$ cat src/include/ddsl_map.svh
// ddsl_map.svh: constants of the dual dac serial load block
`ifndef DDSL_MAP_SVH
`define DDSL_MAP_SVH

// ======================================================
// serial word layout
`define DDSL_WORD_W 16
`define DDSL_LAST_BIT 4'h0f
`define DDSL_BIT_CHAN 15
`define DDSL_BIT_REFBUF 14
`define DDSL_BIT_MODE_HI 13
`define DDSL_BIT_MODE_LO 12
`define DDSL_CODE_W 12
`define DDSL_CODE_MSB 11

// ======================================================
// synchroniser lanes and their idle level
`define DDSL_PIN_SYNC 0
`define DDSL_PIN_SCLK 1
`define DDSL_PIN_DIN 2
`define DDSL_PIN_LOAD 3
`define DDSL_PIN_IDLE 4'hf

// ======================================================
// wishbone register map (byte addresses)
`define DDSL_ADDR_W 4
`define DDSL_REG_CTRL 4'h0
`define DDSL_REG_STATUS 4'h4
`define DDSL_REG_CHAN_A 4'h8
`define DDSL_REG_CHAN_B 4'hc
`define DDSL_CTRL_LINK_EN 0
`define DDSL_CTRL_SW_LOAD 1
`define DDSL_CTRL_RESET 1'b1
`define DDSL_CH_DAC_LSB 16
`define DDSL_ST_CNT_LSB 4
`define DDSL_ST_BUF_EN 0
`define DDSL_ST_PEND_LSB 1
`define DDSL_ST_LOAD 3

`endif

$ cat src/include/ddsl_pkg.sv
// ddsl_pkg.sv: types of the dual dac serial load block
`include "ddsl_map.svh"

package ddsl_pkg;

  // link sequencer states
  typedef enum logic [1:0] {
    DDSL_IDLE,
    DDSL_SHIFT,
    DDSL_DONE
  } ddsl_link_t;

  // one channel's input register with its control bits
  typedef struct packed {
    logic refbuf;
    logic powerdown_mode_hi;
    logic powerdown_mode_lo;
    logic [`DDSL_CODE_W-1:0] code;
  } ddsl_chan_t;

  // whole state of the block
  typedef struct packed {
    logic [3:0] sync1;
    logic [3:0] sync2;
    logic prev_sync_n;
    logic prev_sclk;
    ddsl_link_t link;
    logic [3:0] bit_cnt;
    logic [`DDSL_WORD_W-1:0] shift;
    logic buf_en;
    ddsl_chan_t [1:0] in_reg;
    logic [1:0][`DDSL_CODE_W-1:0] dac_code;
    logic [1:0] pending;
    logic link_en;
    logic ack;
    logic [31:0] rdata;
  } ddsl_state_t;

endpackage

$ cat src/hw/ddsl_top.sv
// ddsl_top.sv: serial load, double buffering and registers of a dual dac
//
// Local design decisions: the Wishbone register port and the placing of the registers.
`timescale 1ns/1ps
`include "ddsl_map.svh"

module ddsl_top #(
  parameter int DATA_W = 12
) (
  input wire logic clk_i,
  input wire logic rst_i,
  input wire logic ce_i,
  // serial link pins
  input wire logic sync_n_i,
  input wire logic sclk_i,
  input wire logic din_i,
  input wire logic load_outputs_n_i,
  // classic wishbone slave
  input wire logic cyc_i,
  input wire logic stb_i,
  input wire logic we_i,
  input wire logic [`DDSL_ADDR_W-1:0] adr_i,
  input wire logic [3:0] sel_i,
  input wire logic [31:0] dat_i,
  output logic [31:0] dat_o,
  output logic ack_o,
  // converter side
  output logic [DATA_W-1:0] dac_a_code_o,
  output logic [DATA_W-1:0] dac_b_code_o,
  output logic [1:0] refbuf_o,
  output logic [1:0] powerdown_mode_hi_o,
  output logic [1:0] powerdown_mode_lo_o,
  output logic input_buf_en_o
);

  // ======================================================
  // behaviour notes
  // every pin passes two flops, and frame select and serial clock then an edge flop,
  // so a pin edge acts about three clocks after it occurs
  // serial clock half periods must span three clocks or more
  // a word commits at its sixteenth falling serial edge
  // frame select rising after that only closes the frame
  // frame select rising before it drops the partial word
  // clocks after the sixteenth wait for a new frame fall
  // the load pin is a level: while low, pending codes move
  // a commit beside an active load stays pending one cycle
  // software load strobe counts as one low load cycle
  // pending clears only when a dac register is loaded
  // buffer and mode bits act at commit, not at load
  // link enable low leaves whole frames unseen
  // the bus answers every access after one wait state
  // ce_i low freezes pins, link, bus and registers alike
  // a reset needs no clock enable and clears every code

  // ======================================================
  // timing of one frame
  // frame select falls; three clocks later buffers wake
  // each falling serial edge shifts din in, msb first
  // the sixteenth edge writes the chosen input register
  // in the same clock the buffers go back to sleep
  // frame select then rises and the link waits in done
  // the load pin or strobe then copies pending codes

  // ======================================================
  // limitations
  // serial clocks faster than a sixth of clk_i are missed
  // din must settle a clock before each falling serial edge
  // frames that arrive while ce_i is low are lost whole
  // only byte lane 0 of a control write is honoured
  // unmapped offsets read zero and drop writes, still acked
  // reads of status show the count of the frame in flight
  // an aborted frame leaves its partial bits in the shifter
  // the strobe bit of control always reads back as zero
  // a load held low keeps copying each new commit
  // channels share one shifter, so words never overlap

  // ======================================================
  // register map
  // control: link enable, load strobe
  // status: buffers, pending b and a, load pin, bit count
  // channel a and b: input code, mode, buffer, dac code

  // ======================================================
  // helpers

  // narrow variants keep only their upper data bits
  function automatic logic [`DDSL_CODE_W-1:0] ddsl_code(
    input logic [`DDSL_WORD_W-1:0] word
  );
    logic [`DDSL_CODE_W-1:0] mask;
    mask = '1;
    mask = mask << (`DDSL_CODE_W - DATA_W);
    return word[`DDSL_CODE_MSB:0] & mask;
  endfunction

  // read view of one channel
  function automatic logic [31:0] ddsl_chan_word(
    input ddsl_pkg::ddsl_chan_t ch,
    input logic [`DDSL_CODE_W-1:0] dac
  );
    logic [31:0] w;
    w = '0;
    w[`DDSL_CODE_MSB:0] = ch.code;
    w[`DDSL_BIT_MODE_LO] = ch.powerdown_mode_lo;
    w[`DDSL_BIT_MODE_HI] = ch.powerdown_mode_hi;
    w[`DDSL_BIT_REFBUF] = ch.refbuf;
    w[`DDSL_CH_DAC_LSB +: `DDSL_CODE_W] = dac;
    return w;
  endfunction

  // one-cycle pulse on a high to low step of a synced pin
  function automatic logic ddsl_fell(
    input logic prev_lvl,
    input logic cur_lvl
  );
    return prev_lvl & ~cur_lvl;
  endfunction

  // read view of the control register
  function automatic logic [31:0] ddsl_ctrl_word(
    input logic link_en
  );
    logic [31:0] w;
    w = '0;
    w[`DDSL_CTRL_LINK_EN] = link_en;
    // the load strobe bit always reads back as zero
    return w;
  endfunction

  // read view of the status register
  function automatic logic [31:0] ddsl_status_word(
    input logic buf_en,
    input logic [1:0] pending,
    input logic load_lvl,
    input logic [3:0] bit_cnt
  );
    logic [31:0] w;
    w = '0;
    w[`DDSL_ST_BUF_EN] = buf_en;
    w[`DDSL_ST_PEND_LSB +: 2] = pending;
    w[`DDSL_ST_LOAD] = load_lvl;
    w[`DDSL_ST_CNT_LSB +: 4] = bit_cnt;
    return w;
  endfunction

  // input register contents carried by a complete word
  function automatic ddsl_pkg::ddsl_chan_t ddsl_chan_from_word(
    input logic [`DDSL_WORD_W-1:0] word
  );
    ddsl_pkg::ddsl_chan_t ch;
    ch.refbuf = word[`DDSL_BIT_REFBUF];
    ch.powerdown_mode_hi = word[`DDSL_BIT_MODE_HI];
    ch.powerdown_mode_lo = word[`DDSL_BIT_MODE_LO];
    ch.code = ddsl_code(word);
    return ch;
  endfunction

  // ======================================================
  // state
  // sync1, sync2: two synchroniser stages, one lane per pin
  // prev_sync_n, prev_sclk: last synced levels, for edges
  // link, bit_cnt, shift: serial sequencer and its word
  // buf_en: serial input buffers powered
  // in_reg, dac_code: the two banks of each channel
  // pending: input register newer than its dac register
  // link_en: software gate on the serial link
  // ack, rdata: bus answer and read data

  ddsl_pkg::ddsl_state_t state_reg;
  ddsl_pkg::ddsl_state_t state_next;

  // ======================================================
  // next state logic
  always_comb begin
    logic sync_fall;
    logic sclk_fall;
    logic sync_lvl;
    logic din_lvl;
    logic commit;
    logic [`DDSL_WORD_W-1:0] word;
    logic sw_load;
    logic load_req;
    logic bus_req;
    logic bus_wr;
    sync_fall = 1'b0;
    sclk_fall = 1'b0;
    sync_lvl = 1'b1;
    din_lvl = 1'b0;
    commit = 1'b0;
    word = '0;
    sw_load = 1'b0;
    load_req = 1'b0;
    bus_req = 1'b0;
    bus_wr = 1'b0;
    // hold everything unless a branch below moves it
    state_next = state_reg;

    // two flip-flop synchronisers for every pin
    state_next.sync1 = {load_outputs_n_i, din_i, sclk_i, sync_n_i};
    state_next.sync2 = state_reg.sync1;
    state_next.prev_sync_n = state_reg.sync2[`DDSL_PIN_SYNC];
    state_next.prev_sclk = state_reg.sync2[`DDSL_PIN_SCLK];

    // edges seen on the synchronised pins
    sync_lvl = state_reg.sync2[`DDSL_PIN_SYNC];
    din_lvl = state_reg.sync2[`DDSL_PIN_DIN];
    sync_fall = ddsl_fell(state_reg.prev_sync_n, sync_lvl);
    sclk_fall = ddsl_fell(state_reg.prev_sclk,
                          state_reg.sync2[`DDSL_PIN_SCLK]);
    word = {state_reg.shift[`DDSL_WORD_W-2:0], din_lvl};

    // link sequencer
    case (state_reg.link)
      ddsl_pkg::DDSL_IDLE, ddsl_pkg::DDSL_DONE: begin
        if (sync_fall && state_reg.link_en) begin
          state_next.link = ddsl_pkg::DDSL_SHIFT;
          state_next.bit_cnt = '0;
          state_next.buf_en = 1'b1;
        end
      end
      ddsl_pkg::DDSL_SHIFT: begin
        if (sync_lvl) begin
          state_next.link = ddsl_pkg::DDSL_IDLE;
          state_next.buf_en = 1'b0;
        end else if (sclk_fall) begin
          state_next.shift = word;
          state_next.bit_cnt = state_reg.bit_cnt + 4'h1;
          if (state_reg.bit_cnt == `DDSL_LAST_BIT) begin
            commit = 1'b1;
            state_next.link = ddsl_pkg::DDSL_DONE;
            state_next.buf_en = 1'b0;
          end
        end
      end
      default: begin
        // unused encoding falls back to idle
        state_next.link = ddsl_pkg::DDSL_IDLE;
        state_next.buf_en = 1'b0;
      end
    endcase

    // wishbone slave: one wait state, ack for one cycle
    bus_req = cyc_i & stb_i;
    // writes act at the ack edge, while the master still holds
    bus_wr = bus_req & we_i & state_reg.ack;
    state_next.ack = bus_req & ~state_reg.ack;
    // read data is latched at the request edge and then held
    if (bus_req && !state_reg.ack) begin
      case (adr_i)
        `DDSL_REG_CTRL: begin
          state_next.rdata = ddsl_ctrl_word(state_reg.link_en);
        end
        `DDSL_REG_STATUS: begin
          state_next.rdata = ddsl_status_word(state_reg.buf_en,
            state_reg.pending, state_reg.sync2[`DDSL_PIN_LOAD],
            state_reg.bit_cnt);
        end
        `DDSL_REG_CHAN_A: begin
          state_next.rdata = ddsl_chan_word(state_reg.in_reg[0],
                                            state_reg.dac_code[0]);
        end
        `DDSL_REG_CHAN_B: begin
          state_next.rdata = ddsl_chan_word(state_reg.in_reg[1],
                                            state_reg.dac_code[1]);
        end
        default: begin
          state_next.rdata = '0;
        end
      endcase
    end

    // control register write, byte lane 0 only
    if (bus_wr && adr_i == `DDSL_REG_CTRL && sel_i[0]) begin
      state_next.link_en = dat_i[`DDSL_CTRL_LINK_EN];
      sw_load = dat_i[`DDSL_CTRL_SW_LOAD];
    end

    // the software strobe acts as one cycle of the pin low
    // load low is transparent
    load_req = ~state_reg.sync2[`DDSL_PIN_LOAD] | sw_load;

    // double buffering per channel
    // copy first, so a commit below may set pending again
    for (int i = 0; i < 2; i++) begin
      if (load_req && state_reg.pending[i]) begin
        state_next.dac_code[i] = state_reg.in_reg[i].code;
        state_next.pending[i] = 1'b0;
      end
      if (commit && word[`DDSL_BIT_CHAN] == 1'(i)) begin
        state_next.in_reg[i] = ddsl_chan_from_word(word);
        // set wins over a same-cycle load clear
        state_next.pending[i] = 1'b1;
      end
    end
  end

  // ======================================================
  // state register
  always_ff @(posedge clk_i) begin
    if (rst_i) begin
      state_reg <= '0;
      // sync stages reset to the idle high level: no false edge
      state_reg.sync1 <= `DDSL_PIN_IDLE;
      state_reg.sync2 <= `DDSL_PIN_IDLE;
      state_reg.prev_sync_n <= 1'b1;
      state_reg.prev_sclk <= 1'b1;
      state_reg.link <= ddsl_pkg::DDSL_IDLE;
      state_reg.link_en <= `DDSL_CTRL_RESET;
    end else if (ce_i) begin
      // ce_i low holds every flop, the pin stages too
      state_reg <= state_next;
    end
  end

  // ======================================================
  // outputs, all straight from flip-flops

  // narrow variants keep the upper bits of each code
  // codes passed as straight binary
  assign dac_a_code_o = state_reg.dac_code[0][`DDSL_CODE_MSB -: DATA_W];
  assign dac_b_code_o = state_reg.dac_code[1][`DDSL_CODE_MSB -: DATA_W];

  // mode pins decoded by analog side
  always_comb begin
    for (int i = 0; i < 2; i++) begin
      refbuf_o[i] = state_reg.in_reg[i].refbuf;
      powerdown_mode_hi_o[i] = state_reg.in_reg[i].powerdown_mode_hi;
      powerdown_mode_lo_o[i] = state_reg.in_reg[i].powerdown_mode_lo;
    end
  end

  // buffer flag, bus answer and read data from their flops
  assign input_buf_en_o = state_reg.buf_en;
  assign ack_o = state_reg.ack;
  assign dat_o = state_reg.rdata;

endmodule // ddsl_top

$ cat config.mk
export PLATFORM = sky130hd
export DESIGN_NAME = ddsl_top
export DESIGN_NICKNAME = d
export VERILOG_FILES = /design/src/include/ddsl_pkg.sv /design/src/hw/ddsl_top.sv
export VERILOG_INCLUDE_DIRS = /design/src /design/src/include
export SDC_FILE = /design/constraint.sdc
export NUM_CORES = 1
export LEC_CHECK = 0
export ABC_CLOCK_PERIOD_IN_PS = 2300
export BUFFER_PORTS_ARGS = -buffer_cell sky130_fd_sc_hd__buf_2
export CAP_MARGIN = 10
export CORE_UTILIZATION = 35
export DETAILED_ROUTE_END_ITERATION = 16
export PLACE_DENSITY_LB_ADDON = 0.05
export RECOVER_POWER = 50
export SYNTH_ARGS = -nofsm -noshare
export SYNTH_HDL_FRONTEND = slang
export SYNTH_SLANG_ARGS = --single-unit
$ cat constraint.sdc
create_clock -name clk_i -period 2.3 [get_ports clk_i]
set_input_delay 0.115 -clock clk_i [delete_from_list [all_inputs] [get_ports clk_i]]
set_output_delay 0.115 -clock clk_i [all_outputs]
set_load 0.02 [all_outputs]
# --- Word level (Yosys, flattened, before mapping) ---
# Cells that the tools add are included.
totals:
  in_bits: 50
  output_inout_bits: 64
  register_bits: 123
  word_cells: 94
classes:
  add_sub_neg: 1
  reduce_logical: 26
  muxes: 21
  eq_ne: 11
  bitwise_logic: 12
op_table:
  columns: ["cell", "count"]
  rows:
  - ["$pmux W28 S4", 1]
  - ["$mux W23", 1]
  - ["$mux W20", 1]
  - ["$reduce_and A2 Y1", 8]
  - ["$eq A4 B4 Y1 const B", 3]
  - ["$mux W1", 12]
  - ["$logic_and A1 B1 Y1", 8]
  - ["$pmux W4 S2", 1]
  - ["$reduce_and A4 Y1", 2]
  - ["$and A1 B1 Y1", 6]
  - ["$mux W6", 1]
  - ["$ne A2 B2 Y1 const B", 3]
  - ["$ne A3 B3 Y1 const B", 2]
  - ["$reduce_bool A2 Y1", 3]
  - ["$not A1 Y1", 5]
  - ["$reduce_and A5 Y1", 1]
  - ["$add A4 B1 Y4 const B", 1]
  - ["$eq A4 B3 Y1 const B", 1]
  - ["$logic_not A4 Y1", 1]
  - ["$mux W2", 2]
  - ["$pmux W2 S2", 1]
  - ["$eq A2 B1 Y1 const B", 1]
  - ["$eq A2 B2 Y1 const B", 1]
  - ["$logic_not A2 Y1", 1]
  - ["4 further kinds", 4]

# --- Longest topological paths before layout ---
# Gate-level depths: netlist of the first run.
logic_depth:
  depth_word: 10
  ltp_mapped: 8
  ltp_nobuf: 5

# --- Least setup slack after synthesis of the first run ---
# No wires, ideal clock.
synth_timing:
  kind: "register to register"
  start: "register state_reg (netlist bit state_next[114])"
  end: "register state_reg[81] (netlist name)"
  required_ps: 2172
  setup_ps: 128
  stages_incl_launch_ff: 7
  slack_ps: 229
  period_less_slack_ps: 2071
  arrival_ps: 1944
  path_buffers: 2
  path_cell_list: "dfxtp_1 -> or4b_1 -> buf_2 -> nor4_4 -> buf_6 -> mux2i_1 -> nor2_1"
synth_between:
  elab_chain_cells: 4
synth_rtl:
  columns: ["element", "line", "source"]
  rows:
  - ["start, declared", "ddsl_top.sv:169", "ddsl_pkg::ddsl_state_t state_reg;"]
  - ["start signal, assigned", "ddsl_top.sv:311", "state_reg <= state_next;"]
  - ["$mux W1", "ddsl_top.sv:222", "if (sync_lvl) begin"]
  - ["$mux W1", "ddsl_top.sv:213", "case (state_reg.link)"]
  - ["$logic_and A1 B1 Y1", "ddsl_top.sv:289", "if (commit && word[`DDSL_BIT_CHAN] == 1'(i)) begin"]
  - ["$reduce_and A2 Y1 (no source line)", null, null]
# No other way between the ends.
# A chain may end at the register's enable or synchronous reset.

# --- Worst setup path after layout of the first run ---
layout_timing:
  start: "register state_reg (netlist bit ack_o)"
  end: "register state_reg (netlist bit dat_o[16])"
layout_between:
  elab_chain_cells: 3
layout_rtl:
  columns: ["element", "line", "source"]
  rows:
  - ["$logic_not A1 Y1", "ddsl_top.sv:248", "if (bus_req && !state_reg.ack) begin"]
  - ["$logic_and A1 B1 Y1", "ddsl_top.sv:248", null]
  - ["$reduce_and A2 Y1 (no source line)", null, null]
# No other way between the ends.

==> results.py, run 1 <==
metrics = {
    "timing": {
        "finalHoldViolations": 0,
        "max_freq_mhz": 485,
        "post-route-period-util_pct": 89.7,
        "skew_ns": 0.00686,
        "worst_pin_slew_ns": 0.894,
        "report.final.slew_viol_count": 0,
        "rsz0062_at_grt": "false",
        "setup_violations": 0,
        "setup_tns_ns": 0,
        "period_needed_ns": 2.06,
        "max_slew_margin_pct": 40.4,
    },
    "floorplan": {
        "core_area_um2": 14000,
        "ioPinCount": 114,
        "die_w_um": 122,
        "die_h_um": 122,
        "die-area_um2": 14900,
        "rows": 43,
        "initial_core_util_pct": 36.1,
    },
    "yosys": {
        "synth_top_flop_cell": "dfxtp_1",
        "synth.distinct_cells": 44,
        "ys_warn_count": 0,
        "netlist_instances": 562,
        "ys_seq_area_share_pct": 46.0,
        "syn_avg_cell_area_um2": 8.99,
        "yosysTopAreaCell": "dfxtp_1",
        "yosys-top-cells-count": "dfxtp_1, nand2_1, mux2i_1",
        "ys_async_sr_fraction_pct": 0,
        "synth_area_um2": 5050,
        "synth-seq-cells": 116,
        "yosys.area.top_type_share_pct": 46.0,
        "synth.area.top_cells": "dfxtp_1, mux2i_1, buf_4",
        "synth_edf_count": 0,
    },
    "layout": {
        "area_growth_pct": 13.3,
        "layout-drive-gt1-share_pct": 10.9,
        "largest_register_ffs": 52,
        "multi_input_area_um2": 2100,
        "fillers": 1467,
        "layout.cells.non_filler": 779,
        "nNetsFinal": 639,
        "regArea_um2": 2320,
        "antenna_cells": 0,
    },
    "critical_path": {
        "cp_cell_sequence": "nand4b_1, clkbuf_1, and2_1, nand2_1, o21ai_0",
        "worstPathRequired_ns": 2.62,
        "r2r-end": "dat_o[16]$_SDFFE_PP0P_",
        "cpPeakStageDelay_ns": 0.79,
        "r2r_slack_ns": 0.24,
        "ff2ff_path_depth": 5,
        "critPathCaptureType": "register",
        "cp_max_fo": 19,
        "cp_data_arrival_time_ns": 2.38,
        "crit_buf_inv": 1,
        "crit_family": "simple AND/OR/NAND/NOR gates",
        "start_kind": "register",
        "slowest_stage": "and2_1",
        "path_class": "register to register",
        "r2r-start": "ack_o$_SDFFE_PP0P_",
    },
    "global_routing": {
        "grt_pass1_vias": 3740,
        "grt_max_degree": 64,
        "antenna_found_initial": 0,
        "grt_pass1_wl_mm": 19.5,
        "grt.overflow.total": 0,
        "grt_use_total_pct": 17.3,
    },
    "pwr": {
        "leakagePower_uw": 0.00194,
        "ir_drop_mv": 0.528,
        "powerDensity_nw_per_um2": 793,
    },
    "run": {
        "max_cap_viol_count": 0,
    },
    "placement": {
        "port_buffers": 75,
        "place.gp.congestion": 0.761,
        "hpwl_mm": 8.22,
        "dpl.cell_count": 744,
    },
    "hold_path": {
        "hold_end": "state_reg[33]$_SDFFE_PP1P_",
        "hold_class": "input port to register",
        "hp-start": "adr_i[3]",
        "worstHoldPathCells": 4,
    },
    "clock_tree": {
        "cts_made_buffers": 17,
        "cts_sinks": 116,
        "root_buffer": "clkbuf_16",
        "cts_tree": "done",
        "htreeDepth": 4,
        "postCtsSetupBuffers": 0,
        "insertion_delay_ns": 0.40,
        "cts_resized": 0,
        "hold_buffers": 5,
        "clk_pin_slew_worst_paths_ns": 0.05,
        "clockBufferDepth": 2,
    },
    "route": {
        "drt_pass1_iterations": 4,
        "avgRoutedWirePerCell_um": 15.7,
        "viasPerCell": 4.93,
        "ant_nets": 0,
        "vias": 3843,
        "drt-initial-drc-count": 201,
        "post-route-drc-count": 0,
        "drt-total-wl_mm": 12.2,
    },
    "status": {
        "status": "completed",
    },
}
==> placed cells by master (no fill, tap or decap), types with 2 or more instances in the layout <==
| cell type | synthesis | routed |
|---|---|---|
| nor2_1 | 43 | 43 |
| inv_1 | 8 | 8 |
| clkinv_2 | 0 | 5 |
| or3_1 | 2 | 2 |
| nand4_1 | 3 | 3 |
| buf_12 | 0 | 2 |
| conb_1 | 1 | 5 |
| nor3_1 | 3 | 3 |
| clkbuf_16 | 0 | 17 |
| mux2i_1 | 63 | 63 |
| o21ai_0 | 23 | 23 |
| nand2_1 | 116 | 116 |
| dlygate4sd3_1 | 0 | 5 |
| buf_4 | 62 | 15 |
| a21oi_1 | 20 | 20 |
| buf_2 | 3 | 16 |
| o211ai_1 | 4 | 4 |
| xor2_1 | 2 | 2 |
| clkbuf_1 | 27 | 64 |
| nor4_4 | 2 | 2 |
| nand3_1 | 3 | 3 |
| dfxtp_1 | 116 | 116 |
| clkbuf_8 | 2 | 5 |
| a222oi_1 | 7 | 7 |
| a221oi_1 | 2 | 2 |
| nor4_1 | 2 | 2 |
| a22oi_1 | 19 | 19 |
| nor4b_1 | 2 | 2 |
| a2bb2oi_1 | 7 | 7 |
==> metal layers <==
layer	part of all wire [%]	track usage [%]	up-vias
met5	0	0	-
met4	0.71	5.56	0
met3	4.9	4.68	6
met2	45	26.7	90
met1	49	23.1	1831
li1	-	-	1916
==> metrics by stage <==
step,cell area (µm²),util (%),total power [µW],worst slack (ns),hold WS [ns]
global placement,5230,37.4,2210,0.325,0.332
finish,5730,40.9,4540,0.237,0.164
global route,5730,40.9,4690,0.0943,0.177
CTS,5810,41.6,4600,0.290,0.155
floorplan,5070,-,2170,0.229,0.243
detailed placement,5230,37.4,2210,0.297,0.337
==> logic make-up (layout without fill, tap and decap cells) <==
family,count (synthesis),count (layout),share of synthesized area [%]
xor gates and xnor gates,2,2,0.347
DFF,116,116,46.0
AOI/OAI and AO/OA,87,87,11.5
muxes,63,63,12.5
adders and majority gates,1,1,0.248
and+or+nand+nor,186,186,16.2
buffers and inverters,106,139,13.2
other,1,5,0.0742
==> where the power goes <==
part,total [µW],switching [µW],internal [µW],leakage [µW]
Sequential,2030,8.12,2020,0.000936
Clock,2370,871,1500,0.000269
Combinational,147,102,44.4,0.000740
==> layout make-up <==
| cell class | instances | share of cell area, % |
|---|---|---|
| sequential | 116 | 40.5 |
| inverter | 9 | 0.590 |
| clock buffer | 25 | 8.82 |
| multi-input combinational | 344 | 36.7 |
| clock inverter | 5 | 0.437 |
| tap | 180 | 3.93 |
| timing repair buffer | 100 | 9.02 |
==> how the worst max path moves through the flow <==
stage / endpoint / cells after the start / slack [ns] / from
after floorplan: state_reg[81]$_SDFFE_PP0P_ / 6 / 0.23 / state_next[114]$_SDFFE_PP1P_
after detailed placement: dat_o[25]$_SDFFE_PP0P_ / 4 / 0.30 / ack_o$_SDFFE_PP0P_
after global placement: powerdown_mode_hi_o[0]$_SDFFE_PP0P_ / 5 / 0.32 / state_next[113]$_SDFFE_PP1P_
after global routing: dat_o[8]$_SDFFE_PP0P_ / 5 / 0.09 / ack_o$_SDFFE_PP0P_
final: dat_o[16]$_SDFFE_PP0P_ / 5 / 0.24 / ack_o$_SDFFE_PP0P_
after CTS: powerdown_mode_hi_o[0]$_SDFFE_PP0P_ / 5 / 0.29 / state_next[113]$_SDFFE_PP1P_
==> worst register-to-register path: cells and delay by family, from the launching register on <==
| kind | cells | cell delay (ns) |
|---|---|---|
| AO/OA/AOI/OAI | 1 | 0.10 |
| buffers and inverters | 1 | 0.40 |
| flip-flops | 1 | 0.38 |
| AND/OR/NAND/NOR | 3 | 1.09 |
No activity file was read; power rests on OpenSTA's default activity.
==> run 2, diff against run 1 <==
--- a/config.mk
+++ b/config.mk
@@ -9,7 +9,7 @@
 export ABC_CLOCK_PERIOD_IN_PS = 2300
 export BUFFER_PORTS_ARGS = -buffer_cell sky130_fd_sc_hd__buf_2
 export CAP_MARGIN = 10
-export CORE_UTILIZATION = 35
+export CORE_UTILIZATION = 50
 export DETAILED_ROUTE_END_ITERATION = 16
 export PLACE_DENSITY_LB_ADDON = 0.05
 export RECOVER_POWER = 50
==> results.py, run 2 (same netlist as run 1, synthesis figures left out) <==
metrics = {
    "floorplan": {
        "core_area_um2": 9770,
        "die_h_um": 103,
        "rows": 36,
        "initial_core_util_pct": 51.7,
        "die-area_um2": 10500,
        "ioPinCount": 114,
        "die_w_um": 103,
    },
    "global_routing": {
        "grt.overflow.total": 0,
        "grt_pass1_wl_mm": 18.2,
        "grt_use_total_pct": 22.7,
        "grt_pass1_vias": 3557,
        "grt_max_degree": 64,
        "antenna_found_initial": 0,
    },
    "route": {
        "drt_pass1_iterations": 7,
        "drt-initial-drc-count": 162,
        "post-route-drc-count": 0,
        "avgRoutedWirePerCell_um": 15.4,
        "drt-total-wl_mm": 11.3,
        "ant_nets": 0,
        "viasPerCell": 5.26,
        "vias": 3840,
    },
    "critical_path": {
        "crit_buf_inv": 1,
        "r2r-end": "state_reg[76]$_SDFFE_PP0P_",
        "cpPeakStageDelay_ns": 0.70,
        "path_class": "register to register",
        "crit_family": "simple AND/OR/NAND/NOR gates",
        "cp_data_arrival_time_ns": 2.48,
        "cp_max_fo": 11,
        "critPathCaptureType": "register",
        "r2r_slack_ns": 0.18,
        "worstPathRequired_ns": 2.66,
        "r2r-start": "state_next[114]$_SDFFE_PP1P_",
        "start_kind": "register",
        "ff2ff_path_depth": 5,
        "cp_cell_sequence": "or4b_1, nor4_4, buf_4, mux2i_1, nor2_1",
        "slowest_stage": "or4b_1",
    },
    "hold_path": {
        "hp-start": "adr_i[3]",
        "hold_class": "input port to register",
        "hold_end": "state_reg[33]$_SDFFE_PP1P_",
        "worstHoldPathCells": 4,
    },
    "clock_tree": {
        "hold_buffers": 5,
        "cts_sinks": 116,
        "root_buffer": "clkbuf_8",
        "cts_resized": 0,
        "clk_pin_slew_worst_paths_ns": 0.06,
        "clockBufferDepth": 2,
        "cts_tree": "done",
        "insertion_delay_ns": 0.51,
        "cts_made_buffers": 17,
        "postCtsSetupBuffers": 0,
        "htreeDepth": 4,
    },
    "timing": {
        "report.final.slew_viol_count": 0,
        "max_slew_margin_pct": 23.1,
        "rsz0062_at_grt": "false",
        "post-route-period-util_pct": 92.1,
        "worst_pin_slew_ns": 1.15,
        "setup_violations": 0,
        "skew_ns": 0.00881,
        "fin_hold_ws_ns": 0.0677,
        "period_needed_ns": 2.12,
        "setup_tns_ns": 0,
        "finalHoldViolations": 0,
        "max_freq_mhz": 472,
    },
    "placement": {
        "hpwl_mm": 7.33,
        "port_buffers": 75,
        "dpl_cell_area_um2": 5130,
        "place.gp.congestion": 0.761,
    },
    "pwr": {
        "leakagePower_uw": 0.00194,
        "ir_drop_mv": 0.506,
        "powerDensity_nw_per_um2": 842,
    },
    "layout": {
        "fin_area_um2": 5680,
        "fillers": 933,
        "area_growth_pct": 12.5,
        "antenna_cells": 0,
        "layout-drive-gt1-share_pct": 10.9,
        "nNetsFinal": 636,
        "layout_common_cells": "nand2_1, dfxtp_1, mux2i_1, clkbuf_1, nor2_1",
        "largest_register_ffs": 52,
    },
    "run": {
        "max_cap_viol_count": 0,
    },
    "status": {
        "status": "completed",
    },
}
[run 2: layout make-up]
type                    count  area (µm²)  area share, %
clock buffers              22         463           8.15
clock inverters             9         128           2.25
inverters                   9        33.8          0.594
multi-input cells         344        2100           37.0
flip-flops and latches    116        2320           40.9
well taps                 133         166           2.93
repair buffers             97         469           8.26
[run 2: worst max path at each step]
stage,start,end,slack [ns],cells after the start
6_report,state_next[114]$_SDFFE_PP1P_,state_reg[76]$_SDFFE_PP0P_,0.18,5
4_1_cts,state_next[114]$_SDFFE_PP1P_,state_reg[61]$_SDFFE_PP0P_,0.19,5
5_1_grt,state_next[114]$_SDFFE_PP1P_,state_reg[66]$_SDFFE_PP0P_,0.05,5
3_5_place_dp,state_next[114]$_SDFFE_PP1P_,state_reg[70]$_SDFFE_PP0P_,0.22,5
2_1_floorplan,state_next[114]$_SDFFE_PP1P_,state_reg[81]$_SDFFE_PP0P_,0.23,6
3_3_place_gp,state_next[114]$_SDFFE_PP1P_,state_reg[60]$_SDFFE_PP0P_,0.27,5
[run 2: tightest hold or removal path: stages]
cell      delay [ns]
buf_2           0.13
nor4_1          0.07
nand4_1         0.12
o211ai_1        0.09
[run 2: layer usage]
layer	global-route usage, %	vias up	wire (µm)
li1	-	1911	-
met1	30.8	1815	5490
met2	35.5	106	5180
met3	5.36	8	489
met4	7.91	0	107
met5	0	-	0
[run 2: metrics by stage]
| step | total power, µW | setup slack, ns | instances | utilization [%] |
|---|---|---|---|---|
| 6_report | 4780 | 0.181 | 730 | 58.1 |
| 5_1_grt | 4930 | 0.0507 | 730 | 58.1 |
| 4_1_cts | 4830 | 0.190 | 730 | 59.0 |
| 3_5_place_dp | 2210 | 0.217 | 694 | 52.4 |
| 3_3_place_gp | 2200 | 0.266 | 694 | 52.4 |
| 2_1_floorplan | 2170 | 0.229 | 566 | - |
[run 2: where the power goes]
part	leakage [µW]	total (µW)	switching (µW)	internal (µW)
Combinational	0.000720	141	97.9	42.7
Sequential	0.000936	2030	8.35	2020
Clock	0.000283	2610	890	1720
Total	0.00194	4780	997	3790
==> run 3, diff against run 2 <==
--- a/config.mk
+++ b/config.mk
@@ -6,10 +6,10 @@
 export SDC_FILE = /design/constraint.sdc
 export NUM_CORES = 1
 export LEC_CHECK = 0
-export ABC_CLOCK_PERIOD_IN_PS = 2300
+export ABC_CLOCK_PERIOD_IN_PS = 1700
 export BUFFER_PORTS_ARGS = -buffer_cell sky130_fd_sc_hd__buf_2
 export CAP_MARGIN = 10
-export CORE_UTILIZATION = 50
+export CORE_UTILIZATION = 49
 export DETAILED_ROUTE_END_ITERATION = 16
 export PLACE_DENSITY_LB_ADDON = 0.05
 export RECOVER_POWER = 50
==> constraint.sdc (replaced) <==
create_clock -name clk_i -period 1.7 [get_ports clk_i]
set_input_delay 0.085 -clock clk_i [delete_from_list [all_inputs] [get_ports clk_i]]
set_output_delay 0.085 -clock clk_i [all_outputs]
set_load 0.02 [all_outputs]
==> results.py, run 3 (same netlist as run 1, synthesis figures left out) <==
metrics = {
    "floorplan": {
        "initial_core_util_pct": 51.2,
        "rows": 36,
        "core_area_um2": 9860,
        "die-area_um2": 10700,
        "die_w_um": 104,
        "ioPinCount": 114,
        "die_h_um": 104,
    },
    "layout": {
        "nNetsFinal": 658,
        "fillers": 923,
        "largest_register_ffs": 52,
        "layout_common_cells": "nand2_1, dfxtp_1, mux2i_1",
        "final_common_cell": "nand2_1",
        "final_util_pct": 61.0,
        "layout.cells.non_filler": 753,
        "fin_area_um2": 6020,
        "area_growth_pct": 19.0,
        "antenna_cells": 0,
        "layout-drive-gt1-share_pct": 16.0,
    },
    "clock_tree": {
        "cts_tree": "done",
        "cts_sinks": 116,
        "clockBufferDepth": 2,
        "root_buffer": "clkbuf_8",
        "clk_pin_slew_worst_paths_ns": 0.06,
        "htreeDepth": 4,
        "insertion_delay_ns": 0.51,
        "cts_made_buffers": 17,
    },
    "critical_path": {
        "timing.critical_path.from": "state_next[114]$_SDFFE_PP1P_",
        "worstPathRequired_ns": 2.07,
        "r2r-start": "state_next[114]$_SDFFE_PP1P_",
        "cp_max_fo": 7,
        "start_kind": "register",
        "critPathCaptureType": "register",
        "path_class": "register to register",
        "cp_data_arrival_time_ns": 2.27,
        "ff2ff_path_depth": 6,
        "r2r_slack_ns": -0.21,
    },
    "route": {
        "avgRoutedWirePerCell_um": 15.5,
        "top_layer": "met4",
        "post-route-drc-count": 0,
        "drt-met1-wl_mm": 5.65,
        "drt-initial-drc-count": 206,
        "wl_met2_mm": 5.36,
        "ant_nets": 0,
        "viasPerCell": 5.21,
        "drt_pass1_iterations": 6,
        "drt-total-wl_mm": 11.7,
        "wl_met3_um": 576,
        "vias": 3921,
    },
    "hold_path": {
        "worstHoldPathCells": 3,
        "hp-start": "rst_i",
        "hold_class": "input port to register",
    },
    "timing": {
        "max_slew_margin_pct": 57.4,
        "setup_ws_ns": -0.207,
        "finalHoldViolations": 0,
        "report.final.slew_viol_count": 0,
        "rsz0062_at_grt": "true",
        "skew_ns": 0.00726,
        "worst_pin_slew_ns": 0.639,
        "max_freq_mhz": 524,
        "period_needed_ns": 1.91,
        "post-route-period-util_pct": 112,
        "setup_violations": 31,
        "fin_hold_ws_ns": 0.0178,
    },
    "pwr": {
        "powerDensity_nw_per_um2": 1130,
        "leakagePower_uw": 0.00212,
        "ir_drop_mv": 0.728,
    },
    "global_routing": {
        "grt_pass1_wl_mm": 19.4,
        "grt_use_total_pct": 22.8,
        "grt_pass1_vias": 3717,
        "grt.overflow.total": 0,
        "grt_max_degree": 64,
        "antenna_found_initial": 0,
    },
    "placement": {
        "place.gp.congestion": 0.810,
        "hpwl_mm": 7.75,
        "port_buffers": 75,
        "dpl.cell_count": 713,
        "dpl_cell_area_um2": 5330,
    },
    "status": {
        "status": "finished, violations left",
        "violations": "setup timing",
    },
    "run": {
        "max_cap_viol_count": 0,
    },
}
run 3: cell type report:
cell class              instances  area (µm²)  share of cell area [%]
clock buffers                  20         445                    7.40
inverters                       9        33.8                   0.562
repair buffers                119         723                    12.0
clock inverters                12         201                    3.35
flip-flops and latches        116        2320                    38.6
well taps                     133         166                    2.77
multi-input cells             344        2120                    35.3
run 3: routing by layer:
metal / GRT usage [%] / vias up
li1: - / 1950
met1: 30.7 / 1864
met2: 36.0 / 98
met3: 6.29 / 9
met4: 5.90 / 0
met5: 0 / -
run 3: what timing repair did:
item,CTS,global route
pin swaps,1,0
endpoints found under the setup margin,48,47
hold endpoints to repair,6,0
gates resized for setup,7,4
setup buffers,0,1
hold buffers,8,0
run 3: metrics by stage:
| step | worst slack, ns | TNS, ns | power [µW] |
|---|---|---|---|
| finish | -0.207 | -4.23 | 6820 |
| global route | -0.268 | -7.44 | 7060 |
| CTS | -0.148 | -2.37 | 6890 |
| detailed placement | -0.247 | -7.42 | 3010 |
| global placement | -0.182 | -4.94 | 3010 |
| floorplan | -0.371 | -9.57 | 2930 |
run 3: worst max-delay path: stages, from the launching register on:
cell	delay [ns]
dfxtp_2	0.32
or4b_4	0.57
buf_4	0.16
nor4_4	0.19
buf_6	0.20
mux2i_2	0.25
nor2_1	0.06
run 3: final timing paths:
path / to
min: state_reg[33]$_SDFFE_PP1P_
max reg2reg: state_reg[62]$_SDFFE_PP0P_
min reg2reg: dat_o[17]$_SDFFE_PP0P_
max: state_reg[62]$_SDFFE_PP0P_
run 3: power by group:
group / switching, µW / internal [µW]
registers: 8.18 / 2730
logic: 143 / 77.6
clock network: 1250 / 2610
total: 1400 / 5420
